[src/rtl/mwdt_params.svh]
// Purpose: Timing counts and field positions of the word decoder.
// Assumes: A 40 MHz clock and a 1 Mbit/s Manchester line.
// Notes:   Cycle counts are derived from times in ns.
`ifndef MWDT_PARAMS_SVH
`define MWDT_PARAMS_SVH

`define MWDT_CLK_NS       25
`define MWDT_BIT_NS       1000
`define MWDT_SMP_A_NS     250
`define MWDT_SMP_B_NS     750
`define MWDT_SYNC_NS      1500
`define MWDT_SYNC_TOL_NS  250
`define MWDT_MID_TOL_NS   125
`define MWDT_BIT_CYC      (`MWDT_BIT_NS / `MWDT_CLK_NS)
`define MWDT_HALF_CYC     (`MWDT_BIT_CYC / 2)
`define MWDT_SMP_A_CYC    ((`MWDT_SMP_A_NS + `MWDT_CLK_NS - 1) / `MWDT_CLK_NS)
`define MWDT_SMP_B_CYC    ((`MWDT_SMP_B_NS + `MWDT_CLK_NS - 1) / `MWDT_CLK_NS)
`define MWDT_SYNC_CYC     (`MWDT_SYNC_NS / `MWDT_CLK_NS)
`define MWDT_SYNC_MIN_CYC ((`MWDT_SYNC_NS - `MWDT_SYNC_TOL_NS + `MWDT_CLK_NS - 1) / `MWDT_CLK_NS)
`define MWDT_SYNC_MAX_CYC ((`MWDT_SYNC_NS + `MWDT_SYNC_TOL_NS) / `MWDT_CLK_NS)
`define MWDT_MID_TOL_CYC  (`MWDT_MID_TOL_NS / `MWDT_CLK_NS)
`define MWDT_LAST_BIT     16
`define MWDT_FIFO_DEPTH   8
`define MWDT_RT_MSB       15
`define MWDT_RT_LSB       11
`define MWDT_TR_POS       10
`define MWDT_SA_MSB       9
`define MWDT_SA_LSB       5
`define MWDT_WC_MSB       4
`define MWDT_WC_LSB       0
`define MWDT_ME_POS       10
`define MWDT_INSTR_POS    9
`define MWDT_SRQ_POS      8
`define MWDT_BCR_POS      4
`define MWDT_BUSY_POS     3
`define MWDT_SSF_POS      2
`define MWDT_DBCA_POS     1
`define MWDT_TF_POS       0
`define MWDT_SA_MODE_LO   5'h00
`define MWDT_SA_MODE_HI   5'h1F
`define MWDT_WC_FULL      6'h20
`define MWDT_GAP_SAT      16'hFFFF

`endif

[src/rtl/mwdt_fifo.sv]
// Purpose: Keeps the word buffer's place in the file list.
// Assumes: The buffer module is defined beside the decoder.
// Notes:   All design logic stays in the decoder file.

[src/rtl/mwdt_pkg.sv]
// Purpose: Types shared by the word decoder, its checks and its bench.
// Assumes: Nothing beyond the parameter header.
// Notes:   Constants live in the header, types live here.
package mwdt_pkg;

  typedef enum logic [1:0] {MWDT_W_CMD, MWDT_W_DATA, MWDT_W_STATUS} mwdt_kind_t;
  typedef enum logic [1:0] {MWDT_S_CS, MWDT_S_DATA, MWDT_S_ALL} mwdt_sync_sel_t;
  typedef enum logic [1:0] {MWDT_T_ERROR, MWDT_T_CMD, MWDT_T_STATUS, MWDT_T_CMD_DATA} mwdt_tmode_t;
  typedef enum logic [1:0] {MWDT_HUNT, MWDT_SYNC2, MWDT_BITS} mwdt_state_t;

  typedef struct packed {
    logic sync_e;
    logic manch_e;
    logic parity_e;
    logic timeout_e;
  } mwdt_err_t;

  typedef struct packed {
    logic [15:0] min;
    logic [15:0] max;
    logic        inf;
  } mwdt_range_t;

  typedef struct packed {
    logic msg_err;
    logic srq;
    logic bcr;
    logic busy;
    logic ssf;
    logic dbca;
    logic tf;
  } mwdt_stat_t;

  typedef struct packed {
    mwdt_kind_t  kind;
    logic [15:0] payload;
    logic        par_bit;
    mwdt_err_t   err;
    logic [4:0]  rt_addr;
    logic        tr;
    logic [4:0]  subaddr;
    logic [4:0]  wc_mode;
    logic        mode_cmd;
    logic [5:0]  word_cnt;
    mwdt_stat_t  stat;
    logic [15:0] gap;
  } mwdt_word_t;

endpackage

[src/rtl/mwdt_decoder.sv]
// Purpose: Manchester word decoder and trigger for a 1553 style line.
// Assumes: bus_rx_i is the thresholded line, asynchronous to ref_clk_i.
// Notes:   Decoded words are queued in an eight word buffer.
//
// Functional notes
// - One is high then low, zero reverse.
// - Each word opens with a non-Manchester sync.
// - Every word is command, data or status.
// - Ones over word without sync are odd.
// - Command splits into address, direction, subaddress, count, parity.
// - Subaddress 0 or 31 marks mode code.
// - One command moves at most 32 words.
// - At most 31 terminals, 30 subaddresses each.
// - Data word is sync, sixteen bits, parity.
// - Status message error bit set on error.
// - Status instrumentation bit zero, unlike commands.
// - Status flags decode active high, reserved ignored.
// - Sync trigger picks command/status, data or any.
// - Word trigger fires on configured word type.
// - Error trigger fires on individually enabled errors.
// - Sync error on bad sync shape.
// - Parity error when ones count is even.
// - Manchester error when cell lacks mid transition.
// - Timeout error when gap leaves its range.
// - Response time has min, max, unlimited option.
// - Message gap has min, max, unlimited option.
// - Four trigger modes: error, command, status, command-data.
`timescale 1ns/10ps
`include "mwdt_params.svh"

module mwdt_decoder (
  input  wire logic                    ref_clk_i,
  input  wire logic                    rstn_i,
  input  wire logic                    bus_rx_i,
  input  wire logic                    invert_i,
  input  wire mwdt_pkg::mwdt_sync_sel_t sync_sel_i,
  input  wire mwdt_pkg::mwdt_kind_t     word_sel_i,
  input  wire mwdt_pkg::mwdt_tmode_t    trig_mode_i,
  input  wire mwdt_pkg::mwdt_err_t      err_en_i,
  input  wire mwdt_pkg::mwdt_range_t    resp_lim_i,
  input  wire mwdt_pkg::mwdt_range_t    inter_message_gap_lim_i,
  output logic                         sync_trig_o,
  output logic                         word_trig_o,
  output logic                         err_trig_o,
  output logic                         trig_o,
  output logic                         overflow_o,
  output logic                         word_valid_o,
  input  wire logic                    word_ready_i,
  output mwdt_pkg::mwdt_word_t         word_o
);

  ////////////////////////////////////////////////////////////////////////////
  // Line capture.

  logic                  rx_meta;
  logic                  rx_sync;
  logic                  line;
  logic                  line_d;
  logic                  line_edge;
  mwdt_pkg::mwdt_state_t state;
  logic [6:0]            cnt;
  logic [6:0]            run_cnt;
  logic [4:0]            nbit;
  logic                  smp_a;
  logic                  smp_b;
  logic [16:0]           shreg;
  logic                  man_acc;
  logic                  cs_sync;
  logic                  done;
  logic                  sync_found;
  logic                  sync_abort;
  logic [15:0]           gap_cnt;
  logic [15:0]           gap_lat;
  logic                  have_prev;
  mwdt_pkg::mwdt_kind_t  prev_kind;
  mwdt_pkg::mwdt_word_t  wr;
  mwdt_pkg::mwdt_err_t   err_evt;
  logic                  fifo_ready;
  logic                  cmd_data_hit;

  always_ff @(posedge ref_clk_i or negedge rstn_i) begin
    if (!rstn_i) begin
      rx_meta <= 1'b0;
      rx_sync <= 1'b0;
      line    <= 1'b0;
      line_d  <= 1'b0;
    end else begin
      rx_meta <= bus_rx_i;
      rx_sync <= rx_meta;
      line    <= rx_sync ^ invert_i;
      line_d  <= line;
    end
  end

  assign line_edge = line ^ line_d;

  ////////////////////////////////////////////////////////////////////////////
  // Sync hunt and bit recovery.

  always_ff @(posedge ref_clk_i or negedge rstn_i) begin
    if (!rstn_i) begin
      state      <= mwdt_pkg::MWDT_HUNT;
      cnt        <= '0;
      run_cnt    <= '0;
      nbit       <= '0;
      smp_a      <= 1'b0;
      smp_b      <= 1'b0;
      shreg      <= '0;
      man_acc    <= 1'b0;
      cs_sync    <= 1'b0;
      done       <= 1'b0;
      sync_found <= 1'b0;
      sync_abort <= 1'b0;
    end else begin
      done       <= 1'b0;
      sync_found <= 1'b0;
      sync_abort <= 1'b0;
      unique case (state)
        mwdt_pkg::MWDT_HUNT: begin
          if (line_edge) begin
            run_cnt <= '0;
            // A run of one and a half bits ending in an edge is a sync centre.
            if (run_cnt >= 7'(`MWDT_SYNC_MIN_CYC - 1) && run_cnt <= 7'(`MWDT_SYNC_MAX_CYC - 1)) begin
              state      <= mwdt_pkg::MWDT_SYNC2;
              cnt        <= '0;
              cs_sync    <= line_d;
              sync_found <= 1'b1;
            end
          end else if (run_cnt != 7'h7F) begin
            run_cnt <= run_cnt + 7'h01;
          end
        end
        mwdt_pkg::MWDT_SYNC2: begin
          if (line_edge && cnt < 7'(`MWDT_SYNC_MIN_CYC - 1)) begin
            state      <= mwdt_pkg::MWDT_HUNT;
            run_cnt    <= '0;
            sync_abort <= 1'b1;
          end else if (cnt == 7'(`MWDT_SYNC_CYC - 1)) begin
            state   <= mwdt_pkg::MWDT_BITS;
            cnt     <= '0;
            nbit    <= '0;
            man_acc <= 1'b0;
          end else begin
            cnt <= cnt + 7'h01;
          end
        end
        mwdt_pkg::MWDT_BITS: begin
          if (cnt == 7'(`MWDT_SMP_A_CYC - 1)) begin
            smp_a <= line;
          end
          if (cnt == 7'(`MWDT_SMP_B_CYC - 1)) begin
            smp_b <= line;
          end
          if (cnt == 7'(`MWDT_BIT_CYC - 1)) begin
            cnt     <= '0;
            shreg   <= {shreg[15:0], smp_a};
            man_acc <= man_acc | (smp_a == smp_b);
            if (nbit == 5'(`MWDT_LAST_BIT)) begin
              done    <= 1'b1;
              state   <= mwdt_pkg::MWDT_HUNT;
              run_cnt <= '0;
            end else begin
              nbit <= nbit + 5'h01;
            end
          end else if (line_edge && cnt >= 7'(`MWDT_HALF_CYC - `MWDT_MID_TOL_CYC)
                       && cnt <= 7'(`MWDT_HALF_CYC + `MWDT_MID_TOL_CYC)) begin
            // Realign on the mid-cell transition to follow transmitter drift.
            cnt <= 7'(`MWDT_HALF_CYC);
          end else begin
            cnt <= cnt + 7'h01;
          end
        end
        default: begin
          state <= mwdt_pkg::MWDT_HUNT;
        end
      endcase
    end
  end

  ////////////////////////////////////////////////////////////////////////////
  // Gap measurement between words.

  always_ff @(posedge ref_clk_i or negedge rstn_i) begin
    if (!rstn_i) begin
      gap_cnt <= '0;
      gap_lat <= '0;
    end else begin
      if (done) begin
        gap_cnt <= '0;
      end else if (gap_cnt != `MWDT_GAP_SAT) begin
        gap_cnt <= gap_cnt + 16'h0001;
      end
      if (sync_found) begin
        gap_lat <= (gap_cnt > 16'(`MWDT_SYNC_CYC)) ? gap_cnt - 16'(`MWDT_SYNC_CYC) : 16'h0000;
      end
    end
  end

  always_ff @(posedge ref_clk_i or negedge rstn_i) begin
    if (!rstn_i) begin
      have_prev <= 1'b0;
      prev_kind <= mwdt_pkg::MWDT_W_DATA;
    end else if (done) begin
      have_prev <= 1'b1;
      prev_kind <= wr.kind;
    end
  end

  ////////////////////////////////////////////////////////////////////////////
  // Word classification and field decode.

  function automatic logic in_range(input logic [15:0] v, input mwdt_pkg::mwdt_range_t r);
    return (v >= r.min) && (r.inf || v <= r.max);
  endfunction

  always_comb begin
    wr              = '0;
    wr.payload      = shreg[16:1];
    wr.par_bit      = shreg[0];
    wr.gap          = gap_lat;
    wr.err.manch_e  = man_acc;
    wr.err.parity_e = ~(^shreg);
    if (!cs_sync) begin
      wr.kind = mwdt_pkg::MWDT_W_DATA;
    end else if (have_prev && prev_kind != mwdt_pkg::MWDT_W_STATUS && !wr.payload[`MWDT_INSTR_POS]) begin
      wr.kind = mwdt_pkg::MWDT_W_STATUS;
    end else begin
      wr.kind = mwdt_pkg::MWDT_W_CMD;
    end
    wr.rt_addr  = wr.payload[`MWDT_RT_MSB:`MWDT_RT_LSB];
    if (wr.kind == mwdt_pkg::MWDT_W_CMD) begin
      wr.tr       = wr.payload[`MWDT_TR_POS];
      wr.subaddr  = wr.payload[`MWDT_SA_MSB:`MWDT_SA_LSB];
      wr.wc_mode  = wr.payload[`MWDT_WC_MSB:`MWDT_WC_LSB];
      wr.mode_cmd = (wr.subaddr == `MWDT_SA_MODE_LO) || (wr.subaddr == `MWDT_SA_MODE_HI);
      wr.word_cnt = (wr.wc_mode == 5'h00) ? `MWDT_WC_FULL : {1'b0, wr.wc_mode};
      if (wr.mode_cmd) begin
        wr.word_cnt = 6'h00;
      end
      wr.err.timeout_e = have_prev && !in_range(gap_lat, inter_message_gap_lim_i);
    end
    if (wr.kind == mwdt_pkg::MWDT_W_STATUS) begin
      wr.stat.msg_err  = wr.payload[`MWDT_ME_POS];
      wr.stat.srq      = wr.payload[`MWDT_SRQ_POS];
      wr.stat.bcr      = wr.payload[`MWDT_BCR_POS];
      wr.stat.busy     = wr.payload[`MWDT_BUSY_POS];
      wr.stat.ssf      = wr.payload[`MWDT_SSF_POS];
      wr.stat.dbca     = wr.payload[`MWDT_DBCA_POS];
      wr.stat.tf       = wr.payload[`MWDT_TF_POS];
      wr.err.timeout_e = !in_range(gap_lat, resp_lim_i);
    end
  end

  always_comb begin
    err_evt        = '0;
    err_evt.sync_e = sync_abort;
    if (done) begin
      err_evt = wr.err;
    end
  end

  assign cmd_data_hit = (wr.kind == mwdt_pkg::MWDT_W_DATA) && have_prev && (prev_kind == mwdt_pkg::MWDT_W_CMD);

  ////////////////////////////////////////////////////////////////////////////
  // Triggers.

  always_ff @(posedge ref_clk_i or negedge rstn_i) begin
    if (!rstn_i) begin
      sync_trig_o <= 1'b0;
      word_trig_o <= 1'b0;
      err_trig_o  <= 1'b0;
      trig_o      <= 1'b0;
      overflow_o  <= 1'b0;
    end else begin
      sync_trig_o <= sync_found && ((sync_sel_i == mwdt_pkg::MWDT_S_ALL) ||
                     ((sync_sel_i == mwdt_pkg::MWDT_S_CS) == cs_sync));
      word_trig_o <= done && (wr.kind == word_sel_i);
      err_trig_o  <= |(err_evt & err_en_i);
      overflow_o  <= done && !fifo_ready;
      unique case (trig_mode_i)
        mwdt_pkg::MWDT_T_ERROR:    trig_o <= |(err_evt & err_en_i);
        mwdt_pkg::MWDT_T_CMD:      trig_o <= done && (wr.kind == mwdt_pkg::MWDT_W_CMD);
        mwdt_pkg::MWDT_T_STATUS:   trig_o <= done && (wr.kind == mwdt_pkg::MWDT_W_STATUS);
        mwdt_pkg::MWDT_T_CMD_DATA: trig_o <= done && cmd_data_hit;
        default:                   trig_o <= 1'b0;
      endcase
    end
  end

  ////////////////////////////////////////////////////////////////////////////
  // Word buffer.

  mwdt_fifo #(
    .WIDTH ($bits(mwdt_pkg::mwdt_word_t)),
    .DEPTH (`MWDT_FIFO_DEPTH)
  ) u_fifo (
    .ref_clk_i   (ref_clk_i),
    .rstn_i      (rstn_i),
    .in_valid_i  (done),
    .in_ready_o  (fifo_ready),
    .in_data_i   (wr),
    .out_valid_o (word_valid_o),
    .out_ready_i (word_ready_i),
    .out_data_o  (word_o)
  );

endmodule

//////////////////////////////////////////////////////////////////////////////
// Word buffer: flip-flop storage, valid and ready on both sides.

module mwdt_fifo #(
  parameter int WIDTH = 8,
  parameter int DEPTH = 8
) (
  input  wire logic             ref_clk_i,
  input  wire logic             rstn_i,
  input  wire logic             in_valid_i,
  output logic                  in_ready_o,
  input  wire logic [WIDTH-1:0] in_data_i,
  output logic                  out_valid_o,
  input  wire logic             out_ready_i,
  output logic      [WIDTH-1:0] out_data_o
);
  localparam int AW = (DEPTH > 1) ? $clog2(DEPTH) : 1;

  logic [WIDTH-1:0] mem [DEPTH];
  logic [AW-1:0]    wr_ptr;
  logic [AW-1:0]    rd_ptr;
  logic [AW:0]      count;
  logic             push;
  logic             pop;

  function automatic logic [AW-1:0] ptr_inc(input logic [AW-1:0] p);
    return (p == AW'(DEPTH - 1)) ? '0 : p + 1'b1;
  endfunction

  // The count runs 0 to DEPTH, so full and empty need no spare slot.
  assign in_ready_o  = (count != (AW+1)'(DEPTH));
  assign out_valid_o = (count != '0);
  assign out_data_o  = mem[rd_ptr];
  assign push        = in_valid_i && in_ready_o;
  assign pop         = out_valid_o && out_ready_i;

  always_ff @(posedge ref_clk_i) begin
    if (push) begin
      mem[wr_ptr] <= in_data_i;
    end
  end

  always_ff @(posedge ref_clk_i or negedge rstn_i) begin
    if (!rstn_i) begin
      wr_ptr <= '0;
      rd_ptr <= '0;
      count  <= '0;
    end else begin
      if (push) begin
        wr_ptr <= ptr_inc(wr_ptr);
      end
      if (pop) begin
        rd_ptr <= ptr_inc(rd_ptr);
      end
      if (push && !pop) begin
        count <= count + 1'b1;
      end else if (pop && !push) begin
        count <= count - 1'b1;
      end
    end
  end
endmodule

[config.mk]
export PLATFORM = sky130hd
export DESIGN_NAME = mwdt_decoder
export DESIGN_NICKNAME = d
export VERILOG_FILES = /design/src/rtl/mwdt_fifo.sv /design/src/rtl/mwdt_pkg.sv /design/src/rtl/mwdt_decoder.sv
export VERILOG_INCLUDE_DIRS = /design/src /design/src/rtl
export SDC_FILE = /design/constraint.sdc
export NUM_CORES = 1
export LEC_CHECK = 0
export ABC_AREA = 1
export BUFFER_PORTS_ARGS = -buffer_cell sky130_fd_sc_hd__buf_2
export CAP_MARGIN = 20
export CORE_ASPECT_RATIO = 1.1
export CORE_MARGIN = 2
export CORE_UTILIZATION = 35
export DETAILED_ROUTE_END_ITERATION = 7
export PLACE_DENSITY = 0.6
export SYNTH_ARGS = -nofsm -noshare
export SYNTH_HDL_FRONTEND = slang
export SYNTH_SLANG_ARGS = --single-unit
[constraint.sdc]
create_clock -name ref_clk_i -period 5 [get_ports ref_clk_i]
set_input_delay 0.75 -clock ref_clk_i [delete_from_list [all_inputs] [get_ports ref_clk_i]]
set_output_delay 0.75 -clock ref_clk_i [all_outputs]
set_load 0.01 [all_outputs]
==> Yosys cells after proc, flatten, opt, wreduce, memory -nomap -nowiden <==
Memories as Yosys holds them, arrays and structs flattened.
Cells that the tools add are included.
Widths: inputs -> output; s select.
{ "totals": {"ff_bits": 99, "ram_bits": 544, "in_bits": 81, "out_inout_bits": 75, "wordCells": 196, "mem_count": 1} }
{ "op_classes": {"n_addsub": 9, "n_lt_le_gt_ge": 10, "n_eq_ne": 33, "muxes": 56, "n_bitwise": 5, "n_reduce_logical": 54} }
{ "mem_list": {"columns": ["name", "words", "word_bits", "read_ports", "rd_ports_with_merged_regs", "write_ports", "line", "rtl"], "rows": [
  ["u_fifo.mem", 8, 68, 1, 0, 1, "mwdt_decoder.sv:327", "logic [WIDTH-1:0] mem [DEPTH];"]
]} }
{ "ops": {"columns": ["cell", "n"], "rows": [
  ["$mux 7", 12],
  ["$mux 16", 3],
  ["$pmux 7 s3", 2],
  ["$ge 16x16->1", 2],
  ["$le 16x16->1", 2],
  ["$logic_and 1x1->1", 21],
  ["$mux 5", 4],
  ["$mux 18", 1],
  ["$ne 2x2->1 const B", 9],
  ["$reduce_xor 17->1", 1],
  ["$add 16x1->16 const B", 1],
  ["$gt 16x6->1 const B", 1],
  ["$mux 2", 8],
  ["$ne 16x16->1 const B", 1],
  ["$sub 16x6->16 const B", 1],
  ["$mux 1", 15],
  ["$reduce_and 5->1", 3],
  ["$add 7x1->7 const B", 2],
  ["$eq 7x6->1 const B", 2],
  ["$mux 4", 3],
  ["$mux 6", 2],
  ["$eq 2x2->1 const B", 5],
  ["$eq 5x5->1 const B", 2],
  ["$logic_not 2->1", 5],
  ["37 further kinds", 59]
]} }

==> Depth between registers and ports, before layout <==
{ "depth": {"ltp_word": 12, "mapped_depth": 19} }

==> By module <==
From an unflattened synthesis, not the netlist that was laid out.
{ "unflattened": {"cells_unflattened": 2779, "hier_area_um2": 29146.7} }
{ "by_module_without_submodules": {"columns": ["module", "n_inst", "cells_each", "area_per_inst_um2", "seq_area_each_um2"], "rows": [
  ["mwdt_fifo", 1, 1916, 22631.7, 16826.1],
  ["mwdt_decoder", 1, 863, 6515.0, 2228.4]
]} }

==> Least setup slack after synthesis <==
OpenSTA, ideal clock, no wires.
{ "synth_timing": {"path_kind": "reg2reg", "start": "register done", "end": "memory u_fifo.mem[0][0] in the netlist's numbering (enable)", "setup_ns": 0.484, "t_arrival_ns": 3.647, "required_time_ns": 4.516, "setup_slack_ns": 0.869, "path_stages_with_launch": 5, "n_path_buf": 1, "cell_sequence": "dfrtp_1 > clkbuf_1 > nand2_1 > or2_2 > nor2_1"} }
{ "synth_via": {"elab_chain_len": 3} }
{ "synth_lines": {"columns": ["item", "line", "rtl"], "rows": [
  ["start: declaration", "mwdt_decoder.sv:69", "logic done;"],
  ["start signal: assignment", "mwdt_decoder.sv:111", "done <= 1'b0;"],
  ["start signal: assignment", "mwdt_decoder.sv:115", "done <= 1'b0;"],
  ["start signal: assignment", "mwdt_decoder.sv:159", "done <= 1'b1;"],
  ["$logic_and 1x1->1", "mwdt_decoder.sv:342", "assign push = in_valid_i && in_ready_o;"],
  ["$mux 1", "mwdt_decoder.sv:346", "if (push) begin"],
  ["$mux 1 (not written as such)", "mwdt_decoder.sv:347", "mem[wr_ptr] <= in_data_i;"],
  ["end: declaration", "mwdt_decoder.sv:327", null]
]} }
Every way passes these cells.

==> results.yml <==
run_status:
  status: "complete, no violations"
setup_path:
  endpoint_kind: "primary output"
  path_cells: "buf_12 -> o21ai_0 -> o22ai_1 -> nor2_1 -> a31oi_1 -> buf_2"
  path_max_fanout: 253
  crit_type: "register to primary output"
  rr_startpoint: "u_fifo.count[0]"
  cp_slowest_cell: "buf_12"
  max_stage_delay_ns: 0.62
  cp_data_arrival_time_ns: 3.18
  cp.required_ns: 4.25
  critPathLaunch: "u_fifo.rd_ptr[0]"
  start_kind: "register"
  ff2ff_setup_slack_ns: 2.00
yosys:
  ys_seq_elements: 603
  seq_area_frac_synth: 0.6648
  synthTopCellsByArea: "edfxtp_1 (57%), dfrtp_1 (9.3%), nor2_1 (7.6%), o21ai_0 (6.1%), ha_1 (4.2%)"
  synth_area_mm2: 0.02649
  yosys_warnings: 0
  synth-edff-count: 504
  synth.avg_cell_area_um2: 11.08
  yosysTopAreaCell: "edfxtp_1"
  syn_nets: 2560
  synth_cell_types: 51
  async_flop_share: 0.1642
  synthFlopType: "edfxtp_1"
  netlist_instances: 2390
  synth_top_area_frac: 0.5713
power_and_ir_drop:
  p_leak_nw: 10.59
  ir_drop_v: 0.0005680
  cellPowerDensity_mw_per_mm2: 438.7
cells_and_area:
  register_area_mm2: 0.01762
  area_growth_pct: 14.72
  final_util: 0.4066
  multi_input_area_mm2: 0.007777
  n_antenna_cell: 0
  final_cell_area_mm2: 0.03039
  layout_commonest_cell: "nor2_1"
  drive_gt1_frac: 0.1215
  fin_nets: 2689
  layout_common_cells: "nor2_1 (530), edfxtp_1 (504), o21ai_0 (324)"
  fillers: 6965
clock_network:
  cts_setup_buffers: 0
  hold_buffers: 0
  cts_resized: 0
  insertion_delay_ns: 0.62
  cts_made_buffers: 57
  clkTransAtPathRegs_ns: 0.06
  cts_tree: "done"
  cts-root-buf: "clkbuf_16"
  clkSinkCount: 603
  cts.path.max_buffers: 3
  htree_levels: 2
placed_design:
  gp_congestion: 0.8624
  dp_hpwl_um: 39510
  placed_area_mm2: 0.02836
  portBuffers: 154
route:
  drt_iter0_markers: 1401
  ant_nets: 0
  drt-total-wl_um: 65630
  drt-wirelength-per-cell_um: 18.59
  vias_per_cell: 5.117
  dr_total_vias: 18060
  drc: 0
  firstDrtPassIters: 5
timing:
  fmax_ghz: 0.2543
  finalHoldViolCount: 0
  slew_viol_final: 0
  finalClockSkew_ns: 0.02587
  setup_viol: 0
  finalCritPeriodShare: 0.7865
  worst_slew_pin_slew_ns: 1.358
  rsz0062_at_grt: "no"
  tns_ns: 0
  slew_headroom: 0.09466
  min_period_ns: 3.933
global_route:
  grt_pass1_vias: 17480
  antenna_found_initial: 1
  grt_first_pass_wirelength_um: 101300
  grtUsageTotal: 0.1670
  grt_max_degree: 254
  overflow: 0
floorplan:
  rows: 105
  io_pins: 156
  die-area_mm2: 0.07791
  start_util: 0.3544
  die_h_um: 292.6
  coreArea_mm2: 0.07475
  die_w_um: 266.3
flow_run:
  max_cap_violations: 0
worst_hold_path:
  min_path_type: "input port to asynchronous set/reset pin"
## worst max-delay path: cells and delay by family, from the launching register on
family / cells / cell delay, ns
compound gates: 3 / 0.82
buf+inv: 2 / 0.84
flops: 1 / 0.45
simple gates: 1 / 0.07
## flip-flops by register name (all words and copies together) (netlist names), 2 cells and up
register,count
u_fifo.mem,504
shreg,17
gap_cnt,16
gap_lat,16
cnt,7
run_cnt,7
nbit,5
u_fifo.count,4
u_fifo.rd_ptr,3
u_fifo.wr_ptr,3
prev_kind,2
state,2
## cell usage after synthesis (all sizes together) (40+ instances only)
master / number
nor2: 542
a21oi: 49
a31oi: 67
inv: 178
o21ai: 327
edfxtp: 504
buf: 40
nand2: 200
o22ai: 68
clkbuf: 75
ha: 88
dfrtp: 98
## cell families (layout without fill, tap and decap cells)
group / Yosys count / in the layout / synth area share
simple gates: 833 / 833 / 0.1266
flops: 603 / 603 / 0.6648
compound gates: 535 / 535 / 0.1106
buf+inv: 295 / 472 / 0.04397
fa+ha+maj: 89 / 89 / 0.04232
xor+xnor: 31 / 31 / 0.01025
mux: 3 / 3 / 0.001275
other cells: 1 / 1 / 0.0001415
## power breakdown
group,total [mW],internal [mW],switching [mW]
Sequential,5.50,5.42,0.0738
Combinational,3.29,0.987,2.30
Clock,4.55,2.69,1.86
## per-layer routing
layer  track usage  share of wire  wire, um
met4       0.04398          0.022      1455
met5             0              0         0
met1        0.2221           0.44     28880
met3       0.02573          0.047      3056
met2        0.2844           0.49     32230
## area by class of cell
class | instances | area share
Sequential cell | 603 | 0.5798
Multi-Input combinational cell | 1492 | 0.2559
Clock buffer | 67 | 0.04985
Tap cell | 963 | 0.03964
Timing Repair Buffer | 185 | 0.03647
Inverter | 180 | 0.02260
Clock inverter | 40 | 0.01577
## final timing paths
| check | endpoint | cells after the start |
|---|---|---|
| setup / recovery | word_o[35] | 6 |
| hold / removal | cnt[2] | 1 |
| setup reg to reg | u_fifo.mem[3][7] | 7 |
| hold reg to reg | rx_sync | 0 |
| max in group asynchronous | gap_lat[14] | 2 |
| min in group ref_clk_i | rx_meta | 1 |
## per-stage QoR
step | hold WS (ns) | worst slack (ns) | cells | total power [mW]
final | 0.2152 | 1.067 | 3530 | 13.33
after global routing | 0.2129 | 0.8316 | 3530 | 14.03
after CTS | 0.2026 | 1.059 | 3528 | 13.50
after detailed placement | 0.3483 | 1.742 | 3421 | 8.944
after global placement | 0.3324 | 1.701 | 3420 | 8.904
after floorplan | 0.3312 | 0.8685 | 2390 | 7.725
(Power assumes the default switching activity.)
